## config.mk

```make
export PLATFORM = sky130hd
export DESIGN_NAME = sab_spi
export DESIGN_NICKNAME = d
export VERILOG_FILES = /design/src/pkg/sab_pkg.sv /design/src/rtl/sab_spi.sv
export VERILOG_INCLUDE_DIRS = /design/src /design/src/pkg
export SDC_FILE = /design/constraint.sdc
export NUM_CORES = 2
export LEC_CHECK = 0
export ABC_AREA = 1
export BUFFER_PORTS_ARGS = -buffer_cell sky130_fd_sc_hd__buf_2
export CORE_MARGIN = 2
export CORE_UTILIZATION = 45
export CTS_CLUSTER_SIZE = 16
export DETAILED_ROUTE_END_ITERATION = 6
export GPL_TIMING_DRIVEN = 1
export PLACE_DENSITY = 0.64
export SYNTH_ARGS = -nofsm -noshare
export SYNTH_HDL_FRONTEND = slang
export SYNTH_SLANG_ARGS = --single-unit
```

## constraint.sdc

```tcl
create_clock -name ref_clk_i -period 3.05 [get_ports ref_clk_i]
set_input_delay 0.1525 -clock ref_clk_i [delete_from_list [all_inputs] [get_ports ref_clk_i]]
set_output_delay 0.1525 -clock ref_clk_i [all_outputs]
set_load 0.01 [all_outputs]
```

## src/pkg/sab_defines.svh

```systemverilog
/*
  register map, field positions and reset values of the serial audio buffer block.
  assumes inclusion by bare name from the package and the design file.
*/
`ifndef SAB_DEFINES_SVH
`define SAB_DEFINES_SVH
`define SAB_OFF_CTRL 4'h0
`define SAB_OFF_CTRL2 4'h4
`define SAB_OFF_STAT 4'h8
`define SAB_OFF_DATA 4'hC
`define SAB_RST_WORD 32'h0000_0000
`define SAB_C_FRAMED_OPERATION_ENABLE 31
`define SAB_C_DEEP 16
`define SAB_C_ON 15
`define SAB_C_M32 11
`define SAB_C_M16 10
`define SAB_C_WMASK 32'h8001_8C0F
`define SAB_C_OFFONLY 32'h0001_0C00
`define SAB_C2_SGN 15
`define SAB_C2_FEEN 12
`define SAB_C2_OVEN 11
`define SAB_C2_UREN 10
`define SAB_C2_IGOV 9
`define SAB_C2_IGUR 8
`define SAB_C2_AUD 7
`define SAB_C2_MONO 3
`define SAB_C2_WMASK 32'h0000_9F8B
`define SAB_C2_OFFONLY 32'h0000_008B
`define SAB_S_FRAME_ERROR_FLAG 12
`define SAB_S_OVF 6
`define SAB_S_RCNT 28:24
`define SAB_S_TCNT 20:16
`define SAB_S_BUSY 11
`define SAB_S_UDR 8
`define SAB_S_SHIFTER_EMPTY_FLAG 7
`define SAB_S_RBE 5
`define SAB_S_TBE 3
`define SAB_S_TBF 1
`define SAB_S_RBF 0
`define SAB_C_TXSEL 3:2
`define SAB_C_RXSEL 1:0
`define SAB_C2_FMT 1:0
`define SAB_FIFO_MAX 16
`define SAB_DEP32 5'h04
`define SAB_DEP16 5'h08
`define SAB_DEP8 5'h10
`define SAB_BITS32 6'h20
`define SAB_BITS16 6'h10
`define SAB_BITS8 6'h08
`define SAB_RESP_OKAY 2'h0
`define SAB_RESP_SLVERR 2'h2
`endif

```

## src/pkg/sab_pkg.sv

```systemverilog
/*
  types of the serial audio buffer block: serial engine states and the module state record.
  assumes sab_defines.svh is on the include path.
*/
`include "sab_defines.svh"
package sab_pkg;
  typedef enum logic [2:0] {SAB_IDLE = 3'b001, SAB_RUN = 3'b010, SAB_HALT = 3'b100} sab_run_t;
  typedef struct packed {
    logic [31:0] ctrl;
    logic [31:0] ctrl2;
    logic frm_err;
    logic ovf;
    logic udr;
    logic [`SAB_FIFO_MAX-1:0][31:0] txm;
    logic [`SAB_FIFO_MAX-1:0][31:0] rxm;
    logic [3:0] twp;
    logic [3:0] trp;
    logic [3:0] rwp;
    logic [3:0] rrp;
    logic [4:0] tcnt;
    logic [4:0] rcnt;
    logic [2:0] ssy;
    logic [2:0] sky;
    logic [1:0] sdy;
    logic [31:0] tsh;
    logic [31:0] rsh;
    logic [5:0] bcnt;
    logic loaded;
    logic lr;
    sab_run_t run;
    logic aw_v;
    logic [3:0] aw_a;
    logic w_v;
    logic [31:0] w_d;
    logic [3:0] w_s;
    logic bvalid;
    logic [1:0] bresp;
    logic rvalid;
    logic [31:0] rdata;
    logic [1:0] rresp;
  } sab_state_t;
endpackage

```

## src/rtl/sab_spi.sv

```systemverilog
/*
  serial peripheral slave with audio options, single-word or deep fifos, status and events,
  registers over axi4-lite.
  assumes sck, select and data pins are asynchronous to ref_clk_i and sck is well below
  a quarter of the clock rate; the select pin doubles as frame sync in framed operation.
*/
`include "sab_defines.svh"
// Notes on behaviour
// - tx event by free, half, empty, done
// - rx event by full, half, nonempty, empty
// - optional sign extension of read data
// - frame error event only when enabled
// - overflow event only when enabled
// - underrun event only when enabled
// - ignore overflow keeps fifo, else halt
// - ignore underrun sends zeros, else halt
// - mono sends each word on both channels
// - audio enable and four audio formats
// - audio controls writable only while off
// - mono and format apply only with audio
// - five-bit rx and tx element counts
// - frame error set by hardware, software clears
// - busy while transaction in progress
// - underrun flag cleared by switching off
// - shifter empty status bit
// - overflow on lost word, software writes zero
// - rx empty when pointers are equal and not full
// - tx empty set on shifter load
// - tx full per buffer mode
// - rx full per buffer mode
// - deep fifo enable selects fifo depth
// - depth 4, 8, 16 for 32, 16, 8 bits
module sab_spi
  import sab_pkg::*;
(
  input wire logic ref_clk_i,
  input wire logic sys_rst_i,
  input wire logic [3:0] s_axi_awaddr_i,
  input wire logic s_axi_awvalid_i,
  output logic s_axi_awready_o,
  input wire logic [31:0] s_axi_wdata_i,
  input wire logic [3:0] s_axi_wstrb_i,
  input wire logic s_axi_wvalid_i,
  output logic s_axi_wready_o,
  output logic [1:0] s_axi_bresp_o,
  output logic s_axi_bvalid_o,
  input wire logic s_axi_bready_i,
  input wire logic [3:0] s_axi_araddr_i,
  input wire logic s_axi_arvalid_i,
  output logic s_axi_arready_o,
  output logic [31:0] s_axi_rdata_o,
  output logic [1:0] s_axi_rresp_o,
  output logic s_axi_rvalid_o,
  input wire logic s_axi_rready_i,
  input wire logic sck_i,
  input wire logic sel_n_i,
  input wire logic sdi_i,
  output logic sdo_o,
  output logic tx_event_o,
  output logic rx_event_o,
  output logic error_event_o,
  output logic audio_mono_o,
  output logic [1:0] audio_format_o
);

  sab_state_t s_r;
  sab_state_t s_nxt;

  function automatic logic [4:0] sab_depth(input logic [31:0] c);
    if (!c[`SAB_C_DEEP]) return 5'h01;
    if (c[`SAB_C_M32]) return `SAB_DEP32;
    if (c[`SAB_C_M16]) return `SAB_DEP16;
    return `SAB_DEP8;
  endfunction

  function automatic logic [5:0] sab_bits(input logic [31:0] c);
    if (c[`SAB_C_M32]) return `SAB_BITS32;
    if (c[`SAB_C_M16]) return `SAB_BITS16;
    return `SAB_BITS8;
  endfunction

  function automatic logic [31:0] sab_mask(input logic [5:0] b);
    if (b == `SAB_BITS32) return 32'hFFFF_FFFF;
    if (b == `SAB_BITS16) return 32'h0000_FFFF;
    return 32'h0000_00FF;
  endfunction

  function automatic logic [31:0] sab_merge(input logic [31:0] old, input logic [31:0] d,
                                           input logic [3:0] st, input logic [31:0] wm);
    logic [31:0] m;
    m = {{8{st[3]}}, {8{st[2]}}, {8{st[1]}}, {8{st[0]}}} & wm;
    return (old & ~m) | (d & m);
  endfunction

  function automatic logic [3:0] sab_inc(input logic [3:0] p, input logic [4:0] dep);
    logic [3:0] lim;
    lim = 4'(dep - 5'h01);
    return (p + 4'h1) & lim;
  endfunction

  logic on;
  logic aud;
  logic mono;
  logic [4:0] dep;
  logic [5:0] bits;
  logic sel;
  logic tx_full;
  logic rx_full;
  logic [31:0] stat;
  logic [31:0] rd_word;

  assign on = s_r.ctrl[`SAB_C_ON];
  assign aud = s_r.ctrl2[`SAB_C2_AUD];
  assign mono = aud & s_r.ctrl2[`SAB_C2_MONO];
  assign dep = sab_depth(s_r.ctrl);
  assign bits = sab_bits(s_r.ctrl);
  assign sel = ~s_r.ssy[1];
  // full as occupied == depth, which equals the pointer relation once the pointer wraps
  assign tx_full = (s_r.tcnt == dep);
  assign rx_full = (s_r.rcnt == dep);

  always_comb
  begin
    stat = `SAB_RST_WORD;
    stat[`SAB_S_RCNT] = s_r.rcnt;
    stat[`SAB_S_TCNT] = s_r.tcnt;
    stat[`SAB_S_FRAME_ERROR_FLAG] = s_r.frm_err;
    stat[`SAB_S_BUSY] = sel | (s_r.bcnt != 6'h00);
    stat[`SAB_S_UDR] = s_r.udr;
    stat[`SAB_S_SHIFTER_EMPTY_FLAG] = ~s_r.loaded;
    stat[`SAB_S_OVF] = s_r.ovf;
    stat[`SAB_S_RBE] = (s_r.rrp == s_r.rwp) & ~rx_full;
    stat[`SAB_S_TBE] = (s_r.tcnt == 5'h00);
    stat[`SAB_S_TBF] = tx_full;
    stat[`SAB_S_RBF] = rx_full;
  end

  always_comb
  begin
    rd_word = s_r.rxm[s_r.rrp];
    if (s_r.ctrl2[`SAB_C2_SGN])
    begin
      if (bits == `SAB_BITS8)
        rd_word = {{24{rd_word[7]}}, rd_word[7:0]};
      else if (bits == `SAB_BITS16)
        rd_word = {{16{rd_word[15]}}, rd_word[15:0]};
    end
  end

  always_comb
  begin
    logic tpush;
    logic tpop;
    logic rpush;
    logic rpop;
    logic ovf_set;
    logic fe_set;
    logic [5:0] nb;
    tpush = 1'b0;
    tpop = 1'b0;
    rpush = 1'b0;
    rpop = 1'b0;
    ovf_set = 1'b0;
    fe_set = 1'b0;
    nb = 6'h00;
    s_nxt = s_r;

    s_nxt.ssy = {s_r.ssy[1:0], sel_n_i};
    s_nxt.sky = {s_r.sky[1:0], sck_i};
    s_nxt.sdy = {s_r.sdy[0], sdi_i};

    // axi4-lite: address and data taken in either order, one response per write
    if (s_axi_awvalid_i && !s_r.aw_v && !s_r.bvalid)
    begin
      s_nxt.aw_v = 1'b1;
      s_nxt.aw_a = s_axi_awaddr_i;
    end
    if (s_axi_wvalid_i && !s_r.w_v && !s_r.bvalid)
    begin
      s_nxt.w_v = 1'b1;
      s_nxt.w_d = s_axi_wdata_i;
      s_nxt.w_s = s_axi_wstrb_i;
    end
    if (s_r.bvalid && s_axi_bready_i)
      s_nxt.bvalid = 1'b0;
    if (s_r.aw_v && s_r.w_v)
    begin
      s_nxt.aw_v = 1'b0;
      s_nxt.w_v = 1'b0;
      s_nxt.bvalid = 1'b1;
      s_nxt.bresp = `SAB_RESP_OKAY;
      unique case (s_r.aw_a)
        `SAB_OFF_CTRL:
          // depth and width change only while off, so fifo contents stay coherent
          s_nxt.ctrl = sab_merge(s_r.ctrl, s_r.w_d, s_r.w_s,
                                 on ? (`SAB_C_WMASK & ~`SAB_C_OFFONLY) : `SAB_C_WMASK);
        `SAB_OFF_CTRL2:
          s_nxt.ctrl2 = sab_merge(s_r.ctrl2, s_r.w_d, s_r.w_s,
                                  on ? (`SAB_C2_WMASK & ~`SAB_C2_OFFONLY)
                                     : `SAB_C2_WMASK);
        `SAB_OFF_STAT:
        begin
          if (s_r.w_s[0] && !s_r.w_d[`SAB_S_OVF])
            s_nxt.ovf = 1'b0;
          if (s_r.w_s[1] && !s_r.w_d[`SAB_S_FRAME_ERROR_FLAG])
            s_nxt.frm_err = 1'b0;
        end
        `SAB_OFF_DATA:
          tpush = on & ~tx_full;
        default:
          s_nxt.bresp = `SAB_RESP_SLVERR;
      endcase
    end

    if (s_r.rvalid && s_axi_rready_i)
      s_nxt.rvalid = 1'b0;
    if (s_axi_arvalid_i && !s_r.rvalid)
    begin
      s_nxt.rvalid = 1'b1;
      s_nxt.rresp = `SAB_RESP_OKAY;
      unique case (s_axi_araddr_i)
        `SAB_OFF_CTRL: s_nxt.rdata = s_r.ctrl;
        `SAB_OFF_CTRL2: s_nxt.rdata = s_r.ctrl2;
        `SAB_OFF_STAT: s_nxt.rdata = stat;
        `SAB_OFF_DATA:
        begin
          s_nxt.rdata = (s_r.rcnt != 5'h00) ? rd_word : `SAB_RST_WORD;
          rpop = (s_r.rcnt != 5'h00);
        end
        default:
        begin
          s_nxt.rdata = `SAB_RST_WORD;
          s_nxt.rresp = `SAB_RESP_SLVERR;
        end
      endcase
    end

    // serial engine
    unique case (s_r.run)
      SAB_IDLE:
        if (on)
          s_nxt.run = SAB_RUN;
      SAB_RUN:
      begin
        if (!s_r.ssy[2] && s_r.ssy[1] && s_r.bcnt != 6'h00)
        begin
          fe_set = s_r.ctrl[`SAB_C_FRAMED_OPERATION_ENABLE];
          s_nxt.bcnt = 6'h00;
        end
        else if (sel && !s_r.loaded && s_r.bcnt == 6'h00)
        begin
          s_nxt.loaded = 1'b1;
          if (s_r.tcnt != 5'h00)
          begin
            s_nxt.tsh = (s_r.txm[s_r.trp] & sab_mask(bits)) << (`SAB_BITS32 - bits);
            tpop = ~mono | s_r.lr;
            s_nxt.lr = mono & ~s_r.lr;
          end
          else
          begin
            s_nxt.udr = 1'b1;
            s_nxt.tsh = `SAB_RST_WORD;
            if (!s_r.ctrl2[`SAB_C2_IGUR])
              s_nxt.run = SAB_HALT;
          end
        end
        else if (sel && s_r.sky[1] && !s_r.sky[2])
        begin
          nb = s_r.bcnt + 6'h01;
          s_nxt.rsh = {s_r.rsh[30:0], s_r.sdy[1]};
          s_nxt.bcnt = nb;
          if (nb == bits)
          begin
            s_nxt.bcnt = 6'h00;
            s_nxt.loaded = 1'b0;
            if (rx_full && !rpop)
            begin
              ovf_set = 1'b1;
              if (!s_r.ctrl2[`SAB_C2_IGOV])
                s_nxt.run = SAB_HALT;
            end
            else
              rpush = 1'b1;
          end
        end
        else if (sel && !s_r.sky[1] && s_r.sky[2] && s_r.bcnt != 6'h00)
          s_nxt.tsh = {s_r.tsh[30:0], 1'b0};
      end
      SAB_HALT: ;
      default:
        s_nxt.run = SAB_IDLE;
    endcase

    if (tpush)
    begin
      s_nxt.txm[s_r.twp] = s_r.w_d;
      s_nxt.twp = sab_inc(s_r.twp, dep);
    end
    if (tpop)
      s_nxt.trp = sab_inc(s_r.trp, dep);
    s_nxt.tcnt = s_r.tcnt + {4'h0, tpush} - {4'h0, tpop};
    if (rpush)
    begin
      // the fifo is left untouched on overflow: the new word is the one discarded
      s_nxt.rxm[s_r.rwp] = s_nxt.rsh & sab_mask(bits);
      s_nxt.rwp = sab_inc(s_r.rwp, dep);
    end
    if (rpop)
      s_nxt.rrp = sab_inc(s_r.rrp, dep);
    s_nxt.rcnt = s_r.rcnt + {4'h0, rpush} - {4'h0, rpop};
    // hardware set wins over a software clear in the same cycle
    if (ovf_set)
      s_nxt.ovf = 1'b1;
    if (fe_set)
      s_nxt.frm_err = 1'b1;

    if (!on)
    begin
      s_nxt.run = SAB_IDLE;
      s_nxt.udr = 1'b0;
      s_nxt.twp = 4'h0;
      s_nxt.trp = 4'h0;
      s_nxt.rwp = 4'h0;
      s_nxt.rrp = 4'h0;
      s_nxt.tcnt = 5'h00;
      s_nxt.rcnt = 5'h00;
      s_nxt.bcnt = 6'h00;
      s_nxt.loaded = 1'b0;
      s_nxt.lr = 1'b0;
      s_nxt.tsh = `SAB_RST_WORD;
    end
  end

  always_ff @(posedge ref_clk_i)
  begin
    if (sys_rst_i)
    begin
      s_r <= '0;
      s_r.run <= SAB_IDLE;
      s_r.ssy <= 3'h7;
    end
    else
      s_r <= s_nxt;
  end

  assign s_axi_awready_o = ~s_r.aw_v & ~s_r.bvalid;
  assign s_axi_wready_o = ~s_r.w_v & ~s_r.bvalid;
  assign s_axi_bvalid_o = s_r.bvalid;
  assign s_axi_bresp_o = s_r.bresp;
  assign s_axi_arready_o = ~s_r.rvalid;
  assign s_axi_rvalid_o = s_r.rvalid;
  assign s_axi_rdata_o = s_r.rdata;
  assign s_axi_rresp_o = s_r.rresp;
  assign sdo_o = s_r.tsh[31];
  assign audio_mono_o = mono;
  assign audio_format_o = aud ? s_r.ctrl2[`SAB_C2_FMT] : 2'h0;

  always_comb
  begin
    unique case (s_r.ctrl[`SAB_C_TXSEL])
      2'h3: tx_event_o = on & ~tx_full;
      2'h2: tx_event_o = on & ({s_r.tcnt, 1'b0} <= {1'b0, dep});
      2'h1: tx_event_o = on & (s_r.tcnt == 5'h00);
      2'h0: tx_event_o = on & (s_r.tcnt == 5'h00) & ~s_r.loaded & (s_r.bcnt == 6'h00);
    endcase
    unique case (s_r.ctrl[`SAB_C_RXSEL])
      2'h3: rx_event_o = on & rx_full;
      2'h2: rx_event_o = on & ({s_r.rcnt, 1'b0} >= {1'b0, dep});
      2'h1: rx_event_o = on & (s_r.rcnt != 5'h00);
      2'h0: rx_event_o = on & (s_r.rcnt == 5'h00);
    endcase
  end

  assign error_event_o = (s_r.frm_err & s_r.ctrl2[`SAB_C2_FEEN])
                       | (s_r.ovf & s_r.ctrl2[`SAB_C2_OVEN])
                       | (s_r.udr & s_r.ctrl2[`SAB_C2_UREN]);

endmodule // sab_spi

```

==> reports/metrics.csv <==
stage,metric,value,unit
run_status,status,"finished, final reports clean",
grt,grt_pass1_vias,51200,
placement,dp_cells,9965,
yosys,synth.distinct_cells,54,
yosys,synth_area_per_cell,6.70,um^2
floorplan,die_x,363,um
power_and_ir_drop,power.leakage,28.0,nW
worst_hold_path,hp-start,s_axi_araddr_i[3],
timing,clock_skew,0.0318,ns
worst_hold_path,hold_class,in -> reg,
clock_tree,clk_path_buf_depth,3,
placement,io_buffers,99,
clock_tree,root_buffer,clkbuf_16,
grt,grt_pass1_wl,308,mm
drt,dr_total_vias,56900,
finish,drive_above_1_share,0.0823,
yosys,syn_area,58100,um^2
floorplan,die_y,363,um
floorplan,initial_core_util,0.454,
worst_setup_path,worstPathMaxFanout,4,
drt,wire_per_inst,19.6,um
clock_tree,clk_pin_slew,0.06,ns
worst_setup_path,crit_path_end_kind,flop,
drt,ant_nets,0,
worst_setup_path,critPathLaunchType,flop,
timing,period_needed,2.91,ns
clock_tree,cts_tree,yes,
timing,rsz0062_at_grt,yes,
floorplan,dieArea,132000,um^2
placement,globalplace.congestion,0.895,
finish,fin_nets,8608,
finish,area_growth,13.2,%
grt,grt_start_max_net_pins,101,
grt,overflow,0,
worst_setup_path,cp.required,3.75,ns
timing,fmax,0.343,GHz
yosys,synth-seq-cells,1233,
worst_setup_path,crit_type,reg -> reg,
grt,grt_antenna_before_repair,5,
grt,gr-usage-all-layers,0.297,
yosys,yosysSeqAreaShare,0.425,
floorplan,io_pins,102,
yosys,synth_cells,8669,
timing,report.final.slew_viol_count,0,
timing,tightest_slew,1.27,ns
drt,drt_iter0_markers,6612,
finish,final_common_cell,nand2_1,
yosys,yosysWarnings,0,
timing,hold_viol,0,
flow_run,maxCapViolCount,0,
power_and_ir_drop,worst_ir_drop_vdd,0.000592,V
drt,vias_per_cell,5.53,
finish,finalCoreUtilization,0.514,
drt,firstDrtPassIters,6,
finish,final_cells,10300,
finish,nFillCells,12500,
floorplan,core_area,128000,um^2
finish,mostFrequentLayoutCells,"nand2_1, dfxtp_1, a21oi_1",
clock_tree,cts_made_buffers,141,
placement,dpl.hpwl,120,mm
timing,setup_violations,0,
power_and_ir_drop,power_density,520,nW/um^2
worst_setup_path,r2r_start,s_r[85]$_SDFFE_PP0P_,
drt,drt-total-wl,201,mm
clock_tree,clk_latency,0.80,ns
timing,setup_ws,0.137,ns
timing,finalHoldWorstSlack,0.0825,ns
drt,drc,0,
clock_tree,cts.sinks,1233,
timing,finalCritPeriodShare,0.955,
power_and_ir_drop,total_power,34.2,mW
worst_setup_path,crit_start,s_r[85]$_SDFFE_PP0P_,
finish,n_antenna_cell,0,
clock_tree,cts_max_level,4,
placement,pre_cts_slack,0.0200,ns
worst_setup_path,arrival,3.62,ns
timing,relSlewSlack,0.156,
floorplan,fp-row-count,131,
[state kept, by name, indices dropped and copies added (netlist names), named ones only]
name	flops
s_axi_rvalid_o	1
s_r	1172
s_axi_bresp_o	1
sdo_o	1
s_axi_bvalid_o	1
s_axi_rresp_o	1
s_axi_rdata_o	32
s_nxt	5
[worst max-delay path: stages, from the launching register on]
cell	delay (ns)
dfxtp_1	0.32
buf_4	0.14
inv_1	0.07
ha_2	0.19
nand4_4	0.15
nand3_2	0.12
inv_2	0.05
nor2_4	0.11
nand2_4	0.08
nor2_8	0.13
nand2_4	0.06
ha_1	0.27
inv_1	0.06
ha_1	0.15
inv_1	0.06
fa_2	0.38
nor3_2	0.18
a211oi_1	0.07
buf_4	0.13
a21oi_1	0.12
[Yosys cell counts (all sizes together)]
cell type | n | area (um^2)
a21oi | 1171 | 5860
clkbuf | 462 | 1730
nor4 | 2 | 12.5
a31oi | 26 | 163
o211ai | 45 | 338
nand3 | 511 | 2570
o221ai | 1 | 8.76
fa | 2 | 40.0
conb | 1 | 3.75
inv | 902 | 3390
mux2i | 1 | 10.0
o31ai | 1 | 7.51
nor2 | 1171 | 4500
a221oi | 1 | 8.76
o21a | 4 | 30.0
a41oi | 1 | 8.76
o21ai | 1100 | 5540
buf | 294 | 1670
o221a | 1 | 11.3
or2 | 4 | 25.0
o22ai | 5 | 31.3
ha | 36 | 450
nand3b | 1 | 7.51
o41ai | 2 | 17.5
nand2 | 1512 | 5700
xnor2 | 5 | 43.8
a211oi | 9 | 67.6
clkinv | 5 | 23.8
a22oi | 2 | 15.0
o21bai | 4 | 30.0
nor3b | 6 | 45.0
nand4 | 116 | 788
xor2 | 10 | 87.6
nor3 | 21 | 149
dfxtp | 1233 | 24700
a221o | 1 | 10.0
[layout make-up]
type,instances,area [um^2],share of cell area
clock buffer,213,4180,0.0636
timing repair buffer,459,4160,0.0633
tap,1662,2080,0.0316
inverter,907,3430,0.0522
clock inverter,31,335,0.00510
sequential,1233,24700,0.376
multi-input combinational,5774,26800,0.408
[metrics by stage]
| stage | area [um^2] | TNS [ns] |
|---|---|---|
| floorplan | 58100 | 0 |
| global placement | 60400 | 0 |
| detailed placement | 60400 | 0 |
| CTS | 65600 | 0 |
| finish | 65700 | 0 |
| global route | 65700 | -0.115 |
[timing repair]
item	in CTS	in global routing
endpoints found under the hold margin	90	0
pin swaps	0	5
setup endpoints to repair	2	190
hold buffers	67	0
buffers inserted	0	3
resized for setup	3	25
[layer usage]
layer,global-route usage,vias to the layer above,routed length (um)
li1,-,27600,-
met1,0.419,26400,89900
met2,0.459,2471,87700
met3,0.0570,382,18700
met4,0.0858,4,5110
met5,0,-,27
[cells by family (layout without fill, tap and decap cells)]
kind of cell | after synthesis | after routing | share of synthesized area
other cells | 1 | 2 | 0.0000646
flops | 1233 | 1233 | 0.425
compound gates | 2374 | 2374 | 0.209
buf+inv | 1663 | 1610 | 0.117
simple gates | 3344 | 3344 | 0.238
xor+xnor | 15 | 15 | 0.00226
fa+ha+maj | 38 | 38 | 0.00844
mux | 1 | 1 | 0.000172
[final timing paths]
path                                    endpoint  slack (ns)  cells after the start
hold reg to reg              s_r[156]$_SDFF_PP0_        0.43                      2
setup / recovery             s_r[167]$_SDFF_PP0_        0.14                     19
setup reg to reg             s_r[167]$_SDFF_PP0_        0.14                     19
hold / removal    s_axi_rdata_o[15]$_SDFFE_PP0P_        0.08                      7
[power breakdown]
group          total (mW)  leakage (nW)  internal (mW)  switching [mW]
Sequential           16.5          9.94           16.2           0.291
Clock                16.8          2.21           9.86            6.96
Combinational       0.889          15.8          0.296           0.593
Total                34.2          28.0           26.3            7.84
Power figures use the tool's default switching activity.
